## config.mk

```make
export PLATFORM = sky130hd
export DESIGN_NAME = ttoc_top
export DESIGN_NICKNAME = d
export VERILOG_FILES = /design/src/rtl/ttoc_sync2.v /design/src/rtl/ttoc_top.v
export VERILOG_INCLUDE_DIRS = /design/src /design/src/rtl
export SDC_FILE = /design/constraint.sdc
export NUM_CORES = 1
export LEC_CHECK = 0
export ABC_AREA = 1
export CAP_MARGIN = 20
export CELL_PAD_IN_SITES_DETAIL_PLACEMENT = 0
export CELL_PAD_IN_SITES_GLOBAL_PLACEMENT = 1
export CORE_MARGIN = 1
export CORE_UTILIZATION = 49
export CTS_CLUSTER_DIAMETER = 200
export DETAILED_ROUTE_END_ITERATION = 16
export DONT_BUFFER_PORTS = 1
export PLACE_DENSITY = 0.89
export SLEW_MARGIN = 20
export SYNTH_ARGS = -nofsm -noshare
export SYNTH_HDL_FRONTEND = slang
export SYNTH_SLANG_ARGS = --single-unit
```

## constraint.sdc

```tcl
create_clock -name mclk -period 3.53 [get_ports mclk]
set_clock_uncertainty 0.05 [all_clocks]
set_input_delay 0.5295 -clock mclk [delete_from_list [all_inputs] [get_ports mclk]]
set_output_delay 0.5295 -clock mclk [all_outputs]
set_load 0.02 [all_outputs]
```

## src/rtl/ttoc_defs.vh

```
`ifndef TTOC_DEFS_VH
`define TTOC_DEFS_VH
// register byte offsets
`define TTOC_ADDR_CTRL2        8'h04
`define TTOC_ADDR_SLAVE_CTRL   8'h08
// control two field positions
`define TTOC_XOR_SEL_BIT       7
`define TTOC_SRC_LSB           4
`define TTOC_SRC_MSB           6
`define TTOC_DMA_SEL_BIT       3
// slave mode control field positions
`define TTOC_EXT_POL_BIT       15
`define TTOC_EXT_CLK2_BIT      14
`define TTOC_SYNC_BIT          7
// writable bit masks
`define TTOC_CTRL2_MASK        32'h000000f8
`define TTOC_SLAVE_CTRL_MASK   32'h0000ffff
// reset values
`define TTOC_CTRL2_RESET       32'h00000000
`define TTOC_SLAVE_CTRL_RESET  32'h00000000
// master mode codes
`define TTOC_MM_RESET          3'h0
`define TTOC_MM_ENABLE         3'h1
`define TTOC_MM_UPDATE         3'h2
`define TTOC_MM_CMP_PULSE      3'h3
`define TTOC_MM_OC1            3'h4
`define TTOC_MM_OC2            3'h5
`define TTOC_MM_OC3            3'h6
`define TTOC_MM_OC4            3'h7
`endif

```

## src/rtl/ttoc_sync2.v

```verilog
`timescale 1ns/1ns
// two flop synchroniser, one per bit
module ttoc_sync2 #(
    parameter WIDTH = 1
) (
    input  wire             mclk,
    input  wire             reset,
    input  wire [WIDTH-1:0] async_in,
    output reg  [WIDTH-1:0] sync_out
);
    reg [WIDTH-1:0] stage_one;

    // first stage feeds only the second
    always @(posedge mclk or posedge reset) begin
        if (reset) begin
            stage_one <= {WIDTH{1'b0}};
            sync_out  <= {WIDTH{1'b0}};
        end else begin
            stage_one <= async_in;
            sync_out  <= stage_one;
        end
    end
endmodule // ttoc_sync2

```

## src/rtl/ttoc_top.v

```verilog
`timescale 1ns/1ns
`include "ttoc_defs.vh"
module ttoc_top #(
    parameter CHANNELS = 4
) (
    input  wire                mclk,
    input  wire                reset,
    input  wire [7:0]          reg_addr,
    input  wire [31:0]         reg_wdata,
    input  wire                reg_write,
    input  wire                reg_read,
    output reg  [31:0]         reg_rdata,
    input  wire                channel_one_pin,
    input  wire                channel_two_pin,
    input  wire                channel_three_pin,
    input  wire                external_trigger_input,
    input  wire                update_generate_command,
    input  wire                slave_reset_event,
    input  wire                counter_enable_bit,
    input  wire                trigger_input,
    input  wire                gated_mode,
    input  wire                update_event,
    input  wire                channel_one_capture_compare,
    input  wire [CHANNELS-1:0] channel_event,
    input  wire                compare_reference_one,
    input  wire                compare_reference_two,
    input  wire                compare_reference_three,
    input  wire                compare_reference_four,
    output reg                 first_timer_input,
    output reg                 external_trigger_conditioned,
    output reg                 trigger_output,
    output reg                 counter_enable_signal,
    output reg                 trigger_input_event,
    output reg  [CHANNELS-1:0] channel_dma_request,
    output reg                 first_input_xor_select,
    output reg  [2:0]          master_trigger_source_select,
    output reg                 channel_dma_timing_select
);
    // positions within the compare reference vector
    localparam REF_ONE   = 0;
    localparam REF_TWO   = 1;
    localparam REF_THREE = 2;
    localparam REF_FOUR  = 3;

    reg  [31:0]         timer_control_two;
    reg  [31:0]         timer_slave_mode_control;
    wire [3:0]          pins_sync;
    wire                write_control_two;
    wire                write_slave_control;
    wire                external_trigger_polarity;
    wire                master_slave_sync_bit;
    wire [2:0]          master_source_code;
    wire                gated_term;
    wire                first_input_xor;
    wire                dma_on_update;
    wire [3:0]          reference_vector;
    reg                 gated_delayed;
    reg                 trigger_input_delayed;
    reg                 next_trigger_output;
    reg                 next_enable;
    reg                 next_first_input;
    reg                 next_external_trigger;
    reg                 next_trigger_event;
    reg  [CHANNELS-1:0] next_dma;
    reg  [31:0]         next_rdata;

    // pin inputs pass two flops before use
    ttoc_sync2 #(
        .WIDTH (4)
    ) u_pin_sync (
        .mclk     (mclk),
        .reset    (reset),
        .async_in ({external_trigger_input, channel_three_pin, channel_two_pin, channel_one_pin}),
        .sync_out (pins_sync)
    );

    // address decode and write qualifiers
    assign write_control_two   = reg_write & (reg_addr == `TTOC_ADDR_CTRL2);
    assign write_slave_control = reg_write & (reg_addr == `TTOC_ADDR_SLAVE_CTRL);

    // live register fields used by the datapath
    assign external_trigger_polarity = timer_slave_mode_control[`TTOC_EXT_POL_BIT];
    assign master_slave_sync_bit     = timer_slave_mode_control[`TTOC_SYNC_BIT];
    assign master_source_code        = timer_control_two[`TTOC_SRC_MSB:`TTOC_SRC_LSB];
    assign dma_on_update             = timer_control_two[`TTOC_DMA_SEL_BIT];

    // gated mode term of the counter enable
    assign gated_term = gated_mode & trigger_input;

    // xor of the three synchronised channel pins
    assign first_input_xor = pins_sync[0] ^ pins_sync[1] ^ pins_sync[2];

    // compare references, channel one in bit zero
    assign reference_vector = {compare_reference_four, compare_reference_three,
                               compare_reference_two, compare_reference_one};

    // control two register, reserved bits masked off
    always @(posedge mclk or posedge reset) begin
        if (reset) begin
            timer_control_two <= `TTOC_CTRL2_RESET;
        end else if (write_control_two) begin
            timer_control_two <= reg_wdata & `TTOC_CTRL2_MASK;
        end
    end

    // slave mode control register, upper half reserved
    always @(posedge mclk or posedge reset) begin
        if (reset) begin
            timer_slave_mode_control <= `TTOC_SLAVE_CTRL_RESET;
        end else if (write_slave_control) begin
            timer_slave_mode_control <= reg_wdata & `TTOC_SLAVE_CTRL_MASK;
        end
    end

    // read data select, unmapped reads zero
    always @* begin
        next_rdata = 32'h00000000;
        if (reg_read) begin
            case (reg_addr)
                `TTOC_ADDR_CTRL2: begin
                    next_rdata = timer_control_two;
                end
                `TTOC_ADDR_SLAVE_CTRL: begin
                    next_rdata = timer_slave_mode_control;
                end
                default: begin
                    next_rdata = 32'h00000000;
                end
            endcase
        end
    end

    // read data register, valid the cycle after the strobe
    always @(posedge mclk or posedge reset) begin
        if (reset) begin
            reg_rdata <= 32'h00000000;
        end else begin
            reg_rdata <= next_rdata;
        end
    end

    // copy of the input selection bit
    always @(posedge mclk or posedge reset) begin
        if (reset) begin
            first_input_xor_select <= 1'b0;
        end else begin
            first_input_xor_select <= timer_control_two[`TTOC_XOR_SEL_BIT];
        end
    end

    // copy of the master mode field
    always @(posedge mclk or posedge reset) begin
        if (reset) begin
            master_trigger_source_select <= `TTOC_MM_RESET;
        end else begin
            master_trigger_source_select <= master_source_code;
        end
    end

    // copy of the dma timing bit
    always @(posedge mclk or posedge reset) begin
        if (reset) begin
            channel_dma_timing_select <= 1'b0;
        end else begin
            channel_dma_timing_select <= dma_on_update;
        end
    end

    // first timer input source: one pin or xor of three
    always @* begin
        if (timer_control_two[`TTOC_XOR_SEL_BIT]) begin
            next_first_input = first_input_xor;
        end else begin
            next_first_input = pins_sync[0];
        end
    end

    // external trigger polarity
    always @* begin
        if (external_trigger_polarity) begin
            next_external_trigger = ~pins_sync[3];
        end else begin
            next_external_trigger = pins_sync[3];
        end
    end

    // first timer input register
    always @(posedge mclk or posedge reset) begin
        if (reset) begin
            first_timer_input <= 1'b0;
        end else begin
            first_timer_input <= next_first_input;
        end
    end

    // conditioned external trigger register
    always @(posedge mclk or posedge reset) begin
        if (reset) begin
            external_trigger_conditioned <= 1'b0;
        end else begin
            external_trigger_conditioned <= next_external_trigger;
        end
    end

    // gated term one cycle late, the unsynchronised path
    always @(posedge mclk or posedge reset) begin
        if (reset) begin
            gated_delayed <= 1'b0;
        end else begin
            gated_delayed <= gated_term;
        end
    end

    // trigger input one cycle late, the sync path
    always @(posedge mclk or posedge reset) begin
        if (reset) begin
            trigger_input_delayed <= 1'b0;
        end else begin
            trigger_input_delayed <= trigger_input;
        end
    end

    // counter enable: sync mode uses the undelayed gated term
    always @* begin
        if (master_slave_sync_bit) begin
            next_enable = counter_enable_bit | gated_term;
        end else begin
            next_enable = counter_enable_bit | gated_delayed;
        end
    end

    // trigger output source select
    always @* begin
        case (master_source_code)
            `TTOC_MM_RESET: begin
                next_trigger_output = update_generate_command | slave_reset_event;
            end
            `TTOC_MM_ENABLE: begin
                next_trigger_output = next_enable;
            end
            `TTOC_MM_UPDATE: begin
                next_trigger_output = update_event;
            end
            `TTOC_MM_CMP_PULSE: begin
                next_trigger_output = channel_one_capture_compare;
            end
            `TTOC_MM_OC1: begin
                next_trigger_output = reference_vector[REF_ONE];
            end
            `TTOC_MM_OC2: begin
                next_trigger_output = reference_vector[REF_TWO];
            end
            `TTOC_MM_OC3: begin
                next_trigger_output = reference_vector[REF_THREE];
            end
            `TTOC_MM_OC4: begin
                next_trigger_output = reference_vector[REF_FOUR];
            end
            default: begin
                next_trigger_output = 1'b0;
            end
        endcase
    end

    // sync mode holds trigger input events back one cycle
    always @* begin
        if (master_slave_sync_bit) begin
            next_trigger_event = trigger_input_delayed;
        end else begin
            next_trigger_event = trigger_input;
        end
    end

    // trigger output register toward slave timers
    always @(posedge mclk or posedge reset) begin
        if (reset) begin
            trigger_output <= 1'b0;
        end else begin
            trigger_output <= next_trigger_output;
        end
    end

    // counter enable register
    always @(posedge mclk or posedge reset) begin
        if (reset) begin
            counter_enable_signal <= 1'b0;
        end else begin
            counter_enable_signal <= next_enable;
        end
    end

    // trigger input event register
    always @(posedge mclk or posedge reset) begin
        if (reset) begin
            trigger_input_event <= 1'b0;
        end else begin
            trigger_input_event <= next_trigger_event;
        end
    end

    // per channel dma request timing
    genvar ch;
    generate
        for (ch = 0; ch < CHANNELS; ch = ch + 1) begin : g_dma
            // request source per channel
            always @* begin
                if (dma_on_update) begin
                    next_dma[ch] = update_event;
                end else begin
                    next_dma[ch] = channel_event[ch];
                end
            end

            // request register per channel
            always @(posedge mclk or posedge reset) begin
                if (reset) begin
                    channel_dma_request[ch] <= 1'b0;
                end else begin
                    channel_dma_request[ch] <= next_dma[ch];
                end
            end
        end
    endgenerate
endmodule // ttoc_top
```

==> run_results.csv <==
group,metric,value,unit
min_path,hp-start,"external_trigger_input",
detailed_routing,dr.first_iter.drc_count,91,
timing,rsz0062_at_grt,"no",
pwr,power,1.41,mW
pwr,pwr-share-seq,0.536,
min_path,holdPathEnd,"u_pin_sync.stage_one[3]$_DFF_PP0_",
die,die_area,5550,um2
detailed_routing,routed_wl,4.31,mm
timing,tightest_slew,0.885,ns
die,row_count,26,
setup_path,r2r_slack,2.43,ns
timing,final.setup.tns,0,ns
pwr,power_switching,0.327,mW
clocking,cts_num_sinks,61,
final_layout,layout-drive-gt1-share,0.138,
pwr,p_int,1.09,mW
global_route,grt_pass1_wl,6.72,mm
detailed_routing,met2_length,2.13,mm
detailed_routing,topRoutingLayerUsed,"met4",
global_route,grt_max_degree,46,
final_layout,areaGrowthSynthToFinish,5.83,%
detailed_routing,vias,1568,
die,ioPinCount,109,
die,die_h,74.5,um
pwr,pwr-share-clk,0.417,
timing,maxSlewViolCount,0,
status,status,"finished, final reports clean",
setup_path,crit_fanout,1,
final_layout,multi_input_area,790,um2
clocking,clk_path_buf_depth,2,
synthesis,avgSynthCellArea,10.2,um2
global_route,overflow,0,
pwr,p_sw_frac,0.231,
setup_path,r2r_end,"trigger_output$_DFF_PP0_",
place,dp_cells,314,
setup_path,worstReg2RegStart,"timer_control_two[4]$_DFFE_PP0P_",
place,dp_slack,1.83,ns
timing,max_freq,733,MHz
die,core,5070,um2
detailed_routing,first_pass_iters,8,
detailed_routing,ant_nets,0,
place,gp_congestion,0.696,
synthesis,yosys_warnings,0,
min_path,hold_depth,0,
timing,fin_crit,1.36,ns
clocking,post_cts_buffers,0,
place,portBuffers,0,
clocking,clk_pin_slew_worst_paths,0.07,ns
synthesis,ys_seq_area_frac,0.593,
detailed_routing,routedWlPerCell,13.1,um
detailed_routing,routed_via_density,4.75,
setup_path,r2r_cells,7,
detailed_routing,met1Wirelength,1.79,mm
setup_path,startpoint,"reg_rdata[4]$_DFF_PP0_",
clocking,ctsHoldBuffers,0,
pwr,irDropWorstVdd,0.000207,V
setup_path,endpoint_kind,"output port",
global_route,groute.usage.overall,0.170,
synthesis,syn_inst,253,
timing,min_period_over_period,0.386,
timing,setup_slack,2.17,ns
die,initial_core_util,0.507,
global_route,grt_pass1_vias,1425,
timing,finalSetupViolations,0,
clocking,h-tree-depth,3,
global_route,grt_antenna_before_repair,0,
setup_path,cp_data_required_time,2.95,ns
die,die_x,74.5,um
final_layout,fin_nets,318,
pwr,combPwrFrac,0.047,
setup_path,arrival,0.78,ns
clocking,numCtsBuffers,9,
final_layout,nFillCells,473,
timing,max_slew_margin,0.409,
run,cap_viol_max_count,0,
pwr,powerDensity,519,nW/um2
place,post-dp-hpwl,2.98,mm
clocking,ctsResizeCount,0,
synthesis,syn_area,2570,um2
synthesis,synth-seq-cells,61,
final_layout,diodes,0,
clocking,cts-root-buf,"clkbuf_8",
pwr,p_leak,1.39,nW
detailed_routing,route.met3.wl,325,um
synthesis,synth_cell_types,25,
final_layout,layout.cells.non_filler,330,
setup_path,critPathKind,"reg -> out",
clocking,cts_tree,"yes",
timing,hold_viol,0,
final_layout,seq_area,1530,um2
detailed_routing,drc_errors,0,
clocking,insertion_delay,0.33,ns
setup_path,start_kind,"flip-flop",
min_path,min_path_type,"in -> reg",
[cell usage in the layout, fill, tap and decap left out]
master,netlist,routed
nand2_4,1,1
inv_1,30,29
o211ai_1,1,1
conb_1,1,16
buf_4,16,1
nand2_2,1,1
nor2_2,1,1
o21ai_0,5,5
clkbuf_1,4,2
a21boi_0,1,1
nand4_1,3,3
nor2_8,1,1
nand3_1,38,38
clkinvlp_4,0,1
clkbuf_8,0,10
dfrtp_1,61,61
xor2_1,1,1
nand3_4,2,2
xnor2_1,1,1
nor3_1,1,1
nor2_4,12,12
inv_2,2,3
clkinv_2,0,2
bufinv_16,0,1
nand2_1,61,61
nor2_1,4,4
[stage by stage]
step	area (um2)	util	hold slack (ns)
after floorplan	2630	-	0.281
after global placement	2530	0.499	0.282
after detailed placement	2530	0.499	0.285
after CTS	2720	0.537	0.159
after global routing	2720	0.537	0.153
final	2720	0.537	0.174
[synth_stat cells, drive strengths merged]
library cell,number,share of area
inv,32,0.047
buf,21,0.070
xnor2,1,0.0034
o21ai,5,0.0097
xor2,1,0.0034
dfrtp,61,0.59
conb,1,0.0015
nand4,3,0.0073
clkbuf,4,0.0058
nor3,1,0.0019
a21boi,1,0.0029
nor2,18,0.069
o211ai,1,0.0029
nand2,63,0.096
nand3,40,0.088
[routing by layer]
| layer | vias up | GRT usage |
|---|---|---|
| met3 | 5 | 0.0759 |
| met5 | - | 0 |
| met4 | 0 | 0.0818 |
| li1 | 758 | - |
| met2 | 62 | 0.266 |
| met1 | 743 | 0.199 |
[area by class of cell]
cell class / instances / share of cell area
clock buffers: 12 / 0.0533
clock inverters: 4 / 0.0175
inverters: 32 / 0.0441
multi-input cells: 150 / 0.290
flip-flops and latches: 61 / 0.560
well taps: 70 / 0.0322
repair buffers: 1 / 0.00276
[flip-flops by register name, indices dropped and copies added, names as in the netlist, 3 cells and up]
name                          flops
timer_slave_mode_control         16
reg_rdata                        16
channel_dma_request               4
master_trigger_source_select      3
u_pin_sync.stage_one              4
u_pin_sync.sync_out               4
timer_control_two                 5
[power groups by stage]
stage | Combinational [mW] | Sequential [mW] | Clock (mW)
2_1_floorplan | 0.0791 | 0.764 | 0
3_3_place_gp | 0.0660 | 0.769 | 0
3_5_place_dp | 0.0677 | 0.771 | 0
4_1_cts | 0.0679 | 0.758 | 0.606
5_1_grt | 0.0775 | 0.761 | 0.634
6_report | 0.0662 | 0.758 | 0.589
[how the worst max path moves through the flow]
stage	to	slack, ns	cells after the start
after floorplan	channel_dma_request[0]$_DFF_PP0_	1.44	1
after global placement	reg_rdata[15]$_DFF_PP0_	1.82	7
after detailed placement	reg_rdata[15]$_DFF_PP0_	1.83	7
after CTS	reg_rdata[4]	2.15	0
after global routing	reg_rdata[10]$_DFF_PP0_	2.08	7
final	reg_rdata[4]	2.17	0
[cell families after synthesis]
kind of cell | after synthesis | share of synthesized area
compound gates | 7 | 0.0156
xor+xnor | 2 | 0.00681
buf+inv | 57 | 0.122
flops | 61 | 0.593
other cells | 1 | 0.00146
simple gates | 125 | 0.261
No activity file was read; power rests on OpenSTA's default activity.
